[src/fawc_cfg.svh]
// Constants for the flash access wait-state controller
// Overview of operation
// - A page erase ends within 8.0 ms, a page program within 3.5 ms.
// - The control sequence adds a few cycles to each program or erase.
// - A module already addressed by a read is refused new program or erase jobs.
// - Module 4 takes program and erase while any other module is read.
// - Waits apply to non-sequential reads; prefetch serves sequential ones.
// - A cacheable read adds one wait on a miss and has no waits at all on a hit.
// - After power-on every word reads as erased and no protection is active.
`ifndef FAWC_CFG_SVH
`define FAWC_CFG_SVH
`define FAWC_CLK_MHZ        100
`define FAWC_ERASE_TIME_US  7000
`define FAWC_ERASE_MAX_US   8000
`define FAWC_PROG_TIME_US   3000
`define FAWC_PROG_MAX_US    3500
`define FAWC_SM_OVERHEAD    4
`define FAWC_WAIT_DEFAULT   4'h1
`define FAWC_EXT_DEFAULT    2'h0
`define FAWC_WAIT_SAFE      4'hf
`define FAWC_EXT_SAFE       2'h1
`define FAWC_DATA_ERASED    1'b1
`define FAWC_EXEMPT_MODULE  3'h4
`endif

[src/fawc_pkg.sv]
// Types for the flash access wait-state controller
`default_nettype none
package fawc_pkg;
   typedef enum logic {FAWC_OP_PROGRAM, FAWC_OP_ERASE} fawc_op_t;
   typedef enum logic [1:0] {FAWC_RD_IDLE, FAWC_RD_WAIT, FAWC_RD_FETCH}
      fawc_rd_state_t;
endpackage : fawc_pkg
`default_nettype wire

[src/fawc_mem_if.sv]
// Interface between controller and flash array
`timescale 1ns/1ps
`default_nettype none
interface fawc_mem_if #(parameter int AW = 7, parameter int DW = 16);
   logic          rdEn;
   logic [AW-1:0] rdAddr;
   logic [DW-1:0] rdData;
   logic          wrEn;
   logic [AW-1:0] wrAddr;
   logic [DW-1:0] wrData;
   modport ctrl (output rdEn, rdAddr, wrEn, wrAddr, wrData, input rdData);
   modport mem  (input rdEn, rdAddr, wrEn, wrAddr, wrData, output rdData);
endinterface : fawc_mem_if
`default_nettype wire

[src/fawc_flash_mem.sv]
// Flash array model with registered read data
`timescale 1ns/1ps
`default_nettype none
`include "fawc_cfg.svh"
module fawc_flash_mem #(
   parameter int DEPTH = 80,
   parameter int DW    = 16
) (
   input wire logic clk,
   input wire logic rst_n,
   fawc_mem_if.mem  bus
);
   logic [DW-1:0] array_reg [DEPTH];
   logic [DW-1:0] array_next [DEPTH];
   logic [DW-1:0] rdData_reg;
   logic [DW-1:0] rdData_next;

   assign bus.rdData = rdData_reg;

   always_comb
   begin
      array_next  = array_reg;
      rdData_next = rdData_reg;
      if (bus.wrEn)
      begin
         array_next[bus.wrAddr] = bus.wrData;
      end
      if (bus.rdEn)
      begin
         rdData_next = array_reg[bus.rdAddr];
      end
   end

   always_ff @(posedge clk or negedge rst_n)
   begin
      if (!rst_n)
      begin
         for (int i = 0; i < DEPTH; i++)
         begin
            array_reg[i] <= {DW{`FAWC_DATA_ERASED}};
         end
         rdData_reg <= {DW{`FAWC_DATA_ERASED}};
      end
      else
      begin
         array_reg  <= array_next;
         rdData_reg <= rdData_next;
      end
   end
endmodule : fawc_flash_mem
`default_nettype wire

[src/fawc_ctrl.sv]
// Flash read wait-state, prefetch and program/erase controller
`timescale 1ns/1ps
`default_nettype none
`include "fawc_cfg.svh"
module fawc_ctrl #(
   parameter int MODS   = 5,
   parameter int WORD_W = 4,
   parameter int DW     = 16,
   parameter int ERASE_CYCLES = `FAWC_ERASE_TIME_US * `FAWC_CLK_MHZ,
   parameter int PROG_CYCLES  = `FAWC_PROG_TIME_US * `FAWC_CLK_MHZ
) (
   input  wire logic                 clk,
   input  wire logic                 rst_n,
   input  wire logic                 appReset,
   input  wire logic                 safeAccessSet,
   input  wire logic                 cfgLoad,
   input  wire logic [3:0]           cfgWaitCount,
   input  wire logic [1:0]           cfgWaitExt,
   input  wire logic                 rdReq,
   input  wire logic [2:0]           rdModule,
   input  wire logic [WORD_W-1:0]    rdWord,
   input  wire logic                 rdCacheable,
   input  wire logic                 rdCacheHit,
   output logic                      rdReady,
   output logic                      rdValid,
   output logic [DW-1:0]             rdData,
   input  wire logic                 peReq,
   input  wire fawc_pkg::fawc_op_t   peOp,
   input  wire logic [2:0]           peModule,
   input  wire logic [WORD_W-1:0]    peWord,
   input  wire logic [DW-1:0]        peData,
   output logic                      peAck,
   output logic                      peRefused,
   output logic                      peDone,
   output logic [MODS-1:0]           peBusy,
   output logic [3:0]                flashWaitCount,
   output logic [1:0]                flashWaitExtension,
   output logic                      safeFlashAccessAfterReset
);

   localparam int AW = 3 + WORD_W;
   localparam int CW = 20;

   fawc_mem_if #(.AW(AW), .DW(DW)) memBus ();

   fawc_flash_mem #(.DEPTH(MODS << WORD_W), .DW(DW)) uMem (
      .clk   (clk),
      .rst_n (rst_n),
      .bus   (memBus)
   );

   function automatic logic [AW-1:0] flatAddr(input logic [2:0] m,
                                              input logic [WORD_W-1:0] w);
      flatAddr = {m, w};
   endfunction : flatAddr

   ////////////////////////////////////////////////////////////////////////
   // Wait configuration and safe access bit
   logic [3:0] waitCount_reg, waitCount_next;
   logic [1:0] waitExt_reg,   waitExt_next;
   logic       safe_reg,      safe_next;

   always_comb
   begin
      waitCount_next = waitCount_reg;
      waitExt_next   = waitExt_reg;
      safe_next      = safe_reg | safeAccessSet;
      if (appReset)
      begin
         // safe bit survives and selects slow defaults
         waitCount_next = safe_reg ? `FAWC_WAIT_SAFE : `FAWC_WAIT_DEFAULT;
         waitExt_next   = safe_reg ? `FAWC_EXT_SAFE  : `FAWC_EXT_DEFAULT;
      end
      else if (cfgLoad)
      begin
         // software owns the minimum per clock rate
         waitCount_next = cfgWaitCount;
         waitExt_next   = cfgWaitExt;
      end
   end

   always_ff @(posedge clk or negedge rst_n)
   begin
      if (!rst_n)
      begin
         waitCount_reg <= `FAWC_WAIT_DEFAULT;
         waitExt_reg   <= `FAWC_EXT_DEFAULT;
         safe_reg      <= 1'b0;
      end
      else
      begin
         waitCount_reg <= waitCount_next;
         waitExt_reg   <= waitExt_next;
         safe_reg      <= safe_next;
      end
   end

   assign flashWaitCount            = waitCount_reg;
   assign flashWaitExtension        = waitExt_reg;
   assign safeFlashAccessAfterReset = safe_reg;

   ////////////////////////////////////////////////////////////////////////
   // Read path with prefetch timer
   fawc_pkg::fawc_rd_state_t rdState_reg, rdState_next;
   logic [5:0]    rdCnt_reg,   rdCnt_next;
   logic [5:0]    pfCnt_reg,   pfCnt_next;
   logic [AW-1:0] lastAddr_reg, lastAddr_next;
   logic [AW-1:0] curAddr_reg, curAddr_next;
   logic          lastValid_reg, lastValid_next;
   logic          rdValid_reg, rdValid_next;
   logic          rdReady_reg, rdReady_next;
   logic [2:0]    actMod_reg,  actMod_next;
   logic          actValid_reg, actValid_next;
   logic [5:0]    baseWaits;
   logic          seqHit;
   logic [AW-1:0] reqAddr;

   always_comb
   begin
      baseWaits = {2'h0, waitCount_reg} + {4'h0, waitExt_reg};
      reqAddr   = flatAddr(rdModule, rdWord);
      seqHit    = lastValid_reg && (reqAddr == lastAddr_reg + AW'(1));
      rdState_next   = rdState_reg;
      rdCnt_next     = rdCnt_reg;
      pfCnt_next     = (pfCnt_reg != 6'h0) ? pfCnt_reg - 6'h1 : pfCnt_reg;
      lastAddr_next  = lastAddr_reg;
      lastValid_next = lastValid_reg;
      curAddr_next   = curAddr_reg;
      rdValid_next   = 1'b0;
      rdReady_next   = rdReady_reg;
      actMod_next    = actMod_reg;
      actValid_next  = actValid_reg;
      memBus.rdEn    = 1'b0;
      memBus.rdAddr  = curAddr_reg;
      case (rdState_reg)
         fawc_pkg::FAWC_RD_IDLE:
         begin
            if (rdReq)
            begin
               curAddr_next  = reqAddr;
               actMod_next   = rdModule;
               actValid_next = 1'b1;
               rdReady_next  = 1'b0;
               rdState_next  = fawc_pkg::FAWC_RD_WAIT;
               if (rdCacheable && rdCacheHit)
               begin
                  rdCnt_next = 6'h0;
               end
               else if (rdCacheable)
               begin
                  rdCnt_next = baseWaits + 6'h1;
               end
               else if (seqHit)
               begin
                  // sequential waits only the prefetch remainder
                  rdCnt_next = pfCnt_next;
               end
               else
               begin
                  // full waits on a non-sequential access
                  rdCnt_next = baseWaits;
               end
            end
         end
         fawc_pkg::FAWC_RD_WAIT:
         begin
            if (rdCnt_reg != 6'h0)
            begin
               rdCnt_next = rdCnt_reg - 6'h1;
            end
            else
            begin
               memBus.rdEn    = 1'b1;
               rdValid_next   = 1'b1;
               lastAddr_next  = curAddr_reg;
               lastValid_next = 1'b1;
               // Prefetch of the next word starts now
               pfCnt_next     = baseWaits;
               rdState_next   = fawc_pkg::FAWC_RD_FETCH;
            end
         end
         default:
         begin
            rdReady_next = 1'b1;
            rdState_next = fawc_pkg::FAWC_RD_IDLE;
         end
      endcase
   end

   always_ff @(posedge clk or negedge rst_n)
   begin
      if (!rst_n)
      begin
         rdState_reg   <= fawc_pkg::FAWC_RD_IDLE;
         rdCnt_reg     <= 6'h0;
         pfCnt_reg     <= 6'h0;
         lastAddr_reg  <= '0;
         lastValid_reg <= 1'b0;
         curAddr_reg   <= '0;
         rdValid_reg   <= 1'b0;
         rdReady_reg   <= 1'b1;
         actMod_reg    <= 3'h0;
         actValid_reg  <= 1'b0;
      end
      else
      begin
         rdState_reg   <= rdState_next;
         rdCnt_reg     <= rdCnt_next;
         pfCnt_reg     <= pfCnt_next;
         lastAddr_reg  <= lastAddr_next;
         lastValid_reg <= lastValid_next;
         curAddr_reg   <= curAddr_next;
         rdValid_reg   <= rdValid_next;
         rdReady_reg   <= rdReady_next;
         actMod_reg    <= actMod_next;
         actValid_reg  <= actValid_next;
      end
   end

   assign rdReady = rdReady_reg;
   assign rdValid = rdValid_reg;
   assign rdData  = memBus.rdData;

   ////////////////////////////////////////////////////////////////////////
   // Program and erase jobs, one timer per module
   logic [CW-1:0]     peCnt_reg  [MODS];
   logic [CW-1:0]     peCnt_next [MODS];
   logic [WORD_W-1:0] peWord_reg [MODS];
   logic [WORD_W-1:0] peWord_next[MODS];
   logic [DW-1:0]     peData_reg [MODS];
   logic [DW-1:0]     peData_next[MODS];
   logic [MODS-1:0]   busy_reg,  busy_next;
   logic              ack_reg,   ack_next;
   logic              ref_reg,   ref_next;
   logic              done_reg,  done_next;
   logic              readBlocks;
   logic              granted;

   always_comb
   begin
      peCnt_next    = peCnt_reg;
      peWord_next   = peWord_reg;
      peData_next   = peData_reg;
      busy_next     = busy_reg;
      ack_next      = 1'b0;
      ref_next      = 1'b0;
      done_next     = 1'b0;
      granted       = 1'b0;
      memBus.wrEn   = 1'b0;
      memBus.wrAddr = '0;
      memBus.wrData = '0;
      // the module feeding reads is locked
      // module 4 is only locked when it is itself read
      readBlocks = actValid_reg && (actMod_reg == peModule);
      for (int m = 0; m < MODS; m++)
      begin
         if (busy_reg[m] && peCnt_reg[m] != '0)
         begin
            peCnt_next[m] = peCnt_reg[m] - CW'(1);
         end
         else if (busy_reg[m] && !granted)
         begin
            // One write port; the lowest-numbered finished module writes, higher-numbered ones wait a cycle
            granted       = 1'b1;
            busy_next[m]  = 1'b0;
            done_next     = 1'b1;
            memBus.wrEn   = 1'b1;
            memBus.wrAddr = flatAddr(3'(m), peWord_reg[m]);
            memBus.wrData = peData_reg[m];
         end
      end
      if (peReq)
      begin
         if (readBlocks || peModule >= 3'(MODS) || busy_reg[peModule])
         begin
            ref_next = 1'b1;
         end
         else
         begin
            ack_next = 1'b1;
            busy_next[peModule] = 1'b1;
            peWord_next[peModule] = peWord;
            peCnt_next[peModule] = (peOp == fawc_pkg::FAWC_OP_ERASE)
               ? CW'(ERASE_CYCLES + `FAWC_SM_OVERHEAD)
               : CW'(PROG_CYCLES + `FAWC_SM_OVERHEAD);
            peData_next[peModule] = (peOp == fawc_pkg::FAWC_OP_ERASE)
               ? {DW{`FAWC_DATA_ERASED}} : peData;
         end
      end
   end

   always_ff @(posedge clk or negedge rst_n)
   begin
      if (!rst_n)
      begin
         for (int m = 0; m < MODS; m++)
         begin
            peCnt_reg[m]  <= '0;
            peWord_reg[m] <= '0;
            peData_reg[m] <= '0;
         end
         busy_reg <= '0;
         ack_reg  <= 1'b0;
         ref_reg  <= 1'b0;
         done_reg <= 1'b0;
      end
      else
      begin
         peCnt_reg  <= peCnt_next;
         peWord_reg <= peWord_next;
         peData_reg <= peData_next;
         busy_reg   <= busy_next;
         ack_reg    <= ack_next;
         ref_reg    <= ref_next;
         done_reg   <= done_next;
      end
   end

   assign peAck     = ack_reg;
   assign peRefused = ref_reg;
   assign peDone    = done_reg;
   assign peBusy    = busy_reg;
endmodule : fawc_ctrl
`default_nettype wire

[config.mk]
export PLATFORM = sky130hd
export DESIGN_NAME = fawc_ctrl
export DESIGN_NICKNAME = d
export VERILOG_FILES = /design/src/fawc_pkg.sv /design/src/fawc_mem_if.sv /design/src/fawc_flash_mem.sv /design/src/fawc_ctrl.sv
export VERILOG_INCLUDE_DIRS = /design/src
export SDC_FILE = /design/constraint.sdc
export NUM_CORES = 2
export LEC_CHECK = 0
export BUFFER_PORTS_ARGS = -buffer_cell sky130_fd_sc_hd__buf_2
export CAP_MARGIN = 20
export CORE_MARGIN = 8
export CORE_UTILIZATION = 45
export CTS_CLUSTER_SIZE = 30
export DETAILED_ROUTE_END_ITERATION = 8
export PLACE_DENSITY = 0.56
export SLEW_MARGIN = 5
export SYNTH_ARGS = -nofsm -noshare
export SYNTH_HDL_FRONTEND = slang
export SYNTH_HIERARCHICAL = 1
export SYNTH_SLANG_ARGS = --single-unit
[constraint.sdc]
create_clock -name clk -period 12.05 [get_ports clk]
set_clock_uncertainty 0.15 [all_clocks]
set_input_delay 1.205 -clock clk [delete_from_list [all_inputs] [get_ports clk]]
set_output_delay 1.205 -clock clk [all_outputs]
set_load 0.02 [all_outputs]
==> results by group <==
Finish
  – Max reg flops: 1,280
  – Footprint of the multi-input gates: 0.03109 mm^2
  – Final #Nets: 5,025
  – Reg area: 0.04025 mm^2
  – Area Overhead vs Synth: 10.83%
  – Filler instances: 13,960
  – Share of cells above drive strength 1: 66.99%
  – Fin cells: 7,274

Setup path
  – Cell family with most CP delay: simple AND/OR/NAND/NOR gates
  – Worst r2r path cells: 12
  – CP bufs+invs: 2
  – CP Depth: 12
  – RR Endpoint: uMem/array_reg[490]$_DFFE_PN1P_
  – Cells along the critical path: nor4_1 > and4_1 > nand3_1 > buf_4 > nor3b_1 > nand4_1 > buf_4 > mux2_2 > nand2_1 > nor3_2 > nand2_1 > mux2_2
  – Critical path endpoint: uMem/array_reg[490]$_DFFE_PN1P_
  – Setup crit end kind: register
  – Critical path startpoint: peCnt_reg[53]$_DFF_PN0_
  – Worst setup SP type: register
  – CP max FO: 23
  – CP max stage delay: 0.99 ns
  – Worst path required time: 12.62 ns
  – Kind of critical path: register to register
  – Flop2flop setup slack: 6.09 ns
  – Crit Reg-Reg Startpoint: peCnt_reg[53]$_DFF_PN0_
  – Crit-path slowest cell: nand2_1
  – Worst Path Arrival: 6.53 ns

Synthesis
  – Post-synthesis cell type count: 86
  – Avg Inst Size Synth: 14.53 um^2
  – Async set or reset register ratio after synthesis: 100.0%
  – Yosys reg bits: 1,543
  – Post-Syn Area: 0.07323 mm^2
  – Synth area leader: dfstp_2
  – Share of the synthesized area in the top cell type: 46.57%
  – Synthesized Nets: 5,103
  – Synth Flop Type: dfstp_2
  – Synth top area cells: dfstp_2 (47%), mux2_2 (20%), mux4_2 (9.8%), dfrtp_1 (8.4%), nand2_1 (1.5%)
  – EDFF count, synth: 0
  – Seq/Total Area, Yosys: 54.94%
  – YS warnings: 6
  – Gate Count Post-Synth: 5,041

STA
  – Fin Setup TNS: 0 ns
  – Fin crit period: 5.957 ns
  – Slew Viols, Final: 0
  – Slew @ Worst Pin: 1.168 ns
  – RSZ-0062 raised after global routing: false
  – Worst hold margin: 0.2308 ns
  – Final Cycle Share: 49.44%
  – Final setup fails: 0
  – Worst rel slew slack: 21.71%
  – Max Fclk: 167.9 MHz
  – Fin. Hold Viols: 0

Global routing
  – Initial antenna violation count: 7
  – Largest net degree at the start of global routing: 167
  – Met1 GRT Util: 31.90%
  – Global route overflow: 0
  – First-pass GRT wire length: 291.3 mm
  – Met3 usage: 3.210%
  – All-Layer GR Usage: 21.63%
  – GR peak layer: met2
  – Vias in the first global route: 43,370
  – Met2 Use GR: 33.41%

Die
  – Die Wd: 419.4 um
  – Starting density of the core: 45.15%
  – Total Die Area: 0.1759 mm^2
  – Row cnt: 148
  – Die Y: 419.4 um
  – Core area: 0.1622 mm^2
  – Ports: 79

Placed design
  – DP Wirelength: 115.7 mm
  – GP Congestion: 0.8469
  – Placed Cells: 6,953
  – Port bufs: 78

Route
  – WL/cell: 26.16 um
  – Total wire length: 190.3 mm
  – Post-route DRC: 0
  – Via count: 42,260
  – Initial drt markers: 2,986
  – Routed Antenna Nets: 0
  – DR vias/cell: 5.810
  – Pre-Repair DR Iteration Count: 5

Pwr
  – Combinational share of power: 19.2%
  – Sw Ratio: 30.50%
  – P_leak: 0.03260 uW
  – Internal: 9546 uW
  – Reg power frac: 43.5%
  – Clock network power share: 37.3%
  – Net Switching: 4188 uW
  – Pwr Density: 169.2 mW/mm^2
  – Max IR drop VDD: 0.1526 mV

Clock tree
  – Post-CTS resize count: 0
  – Post-CTS setup buffers: 0
  – Clk buf depth: 3
  – Worst-Skew Late Latency: 0.80 ns
  – CTS tree: built
  – Root Driver: clkbuf_16
  – H-tree depth: 4
  – Clk pin slew, worst setup/hold paths: 0.06 ns
  – Hold_buf cts: 0
  – Total clock buffers created by CTS: 173
  – Clock sinks: 1,543

Min path
  – Hold Path Class: primary input to asynchronous set/reset pin

Outcome
  – Run status: complete, no violations

Job
  – Total of max-cap violations: 0
-- metrics by stage --
stage | total power, uW | util [%] | setup slack [ns] | area (um^2)
after floorplan | 7751 | - | 7.927 | 73230
after global placement | 8682 | 46.48 | 6.007 | 75400
after detailed placement | 8702 | 46.50 | 5.921 | 75420
after CTS | 13920 | 49.91 | 5.909 | 80960
after global routing | 14370 | 50.03 | 5.898 | 81150
final | 13730 | 50.03 | 6.093 | 81160
-- worst register-to-register path, stage by stage, from the launching register on --
cell,delay (ns)
dfrtp_1,0.40
nor4_1,0.65
and4_1,0.41
nand3_1,0.13
buf_4,0.24
nor3b_1,0.20
nand4_1,0.12
buf_4,0.38
mux2_2,0.41
nand2_1,0.27
nor3_2,0.95
nand2_1,1.00
mux2_2,0.57
-- cell usage in the layout (no fill, tap or decap), drive strengths merged, types with 10 or more instances in the layout --
cell	synthesis	layout
mux2	1316	1316
dfstp	1298	1298
mux4	337	337
nand2	295	295
clkbuf	289	275
dfrtp	245	245
buf	142	178
nor2	148	148
o21ai	139	139
mux2i	75	75
a21oi	70	70
inv	49	54
xor2	51	51
xnor2	48	48
nand2b	45	45
nor3	43	43
o22ai	37	37
nand4	36	36
nand3	30	30
a211oi	29	29
nor4	29	29
a221oi	25	25
clkinv	0	25
o311ai	21	21
a22o	20	20
nor2b	19	19
or3	18	18
a22oi	17	17
or4	17	17
ha	15	15
a221o	15	15
nand3b	13	13
and2	12	12
a31oi	10	10
-- layout make-up --
class | count | share of cell area [%]
clock buffer | 275 | 6.392
antenna | 4 | 0.01233
timing repair buffer | 178 | 1.690
multi-input combinational | 3018 | 38.31
sequential | 1543 | 49.59
inverter | 49 | 0.2266
clock inverter | 32 | 0.4239
tap | 2175 | 3.353
-- metal layers --
layer / up-vias / part of all wire, %
met2: 765 / 46
li1: 18440 / -
met5: - / 0
met4: 0 / 2.9
met1: 22810 / 47
met3: 255 / 3.9
-- cell families (layout without fill, tap and decap cells) --
kind of cell | count (synthesis) | in the layout | synth area share (%)
flops | 1543 | 1543 | 54.94
other cells | 0 | 4 | 0
fa+ha+maj | 16 | 16 | 0.2836
xor+xnor | 99 | 99 | 1.194
buf+inv | 480 | 534 | 2.831
mux | 1728 | 1728 | 31.72
compound gates | 428 | 428 | 3.829
simple gates | 747 | 747 | 5.204
-- power groups by stage --
stage               clock network [uW]  logic, uW  registers [uW]
floorplan                            0       1860            5890
global placement                     0       2640            6040
detailed placement                   0       2650            6050
CTS                               5280       2660            5980
global route                      5500       2840            6030
finish                            5120       2630            5980
-- cells in the mapped netlist (all sizes together), types with 21 or more instances --
cell,instances
a211oi,29
a21oi,70
a221oi,25
buf,142
clkbuf,289
dfrtp,245
dfstp,1298
inv,49
mux2,1316
mux2i,75
mux4,337
nand2,295
nand2b,45
nand3,30
nand4,36
nor2,148
nor3,43
nor4,29
o21ai,139
o22ai,37
o311ai,21
xnor2,48
xor2,51
-- worst min-delay path by stage --
stage	from	to	slack [ns]
floorplan	actValid_reg$_DFFE_PN0P_	actValid_reg$_DFFE_PN0P_	0.28
detailed placement	peWord_reg[16]$_DFFE_PN0P_	peWord_reg[16]$_DFFE_PN0P_	0.32
global placement	peData_reg[66]$_DFFE_PN0P_	peData_reg[66]$_DFFE_PN0P_	0.31
finish	rst_n	safeFlashAccessAfterReset$_DFF_PN0_	0.23
CTS	rst_n	safeFlashAccessAfterReset$_DFF_PN0_	0.25
global route	rst_n	safeFlashAccessAfterReset$_DFF_PN0_	0.29
(Power assumes the default switching activity.)
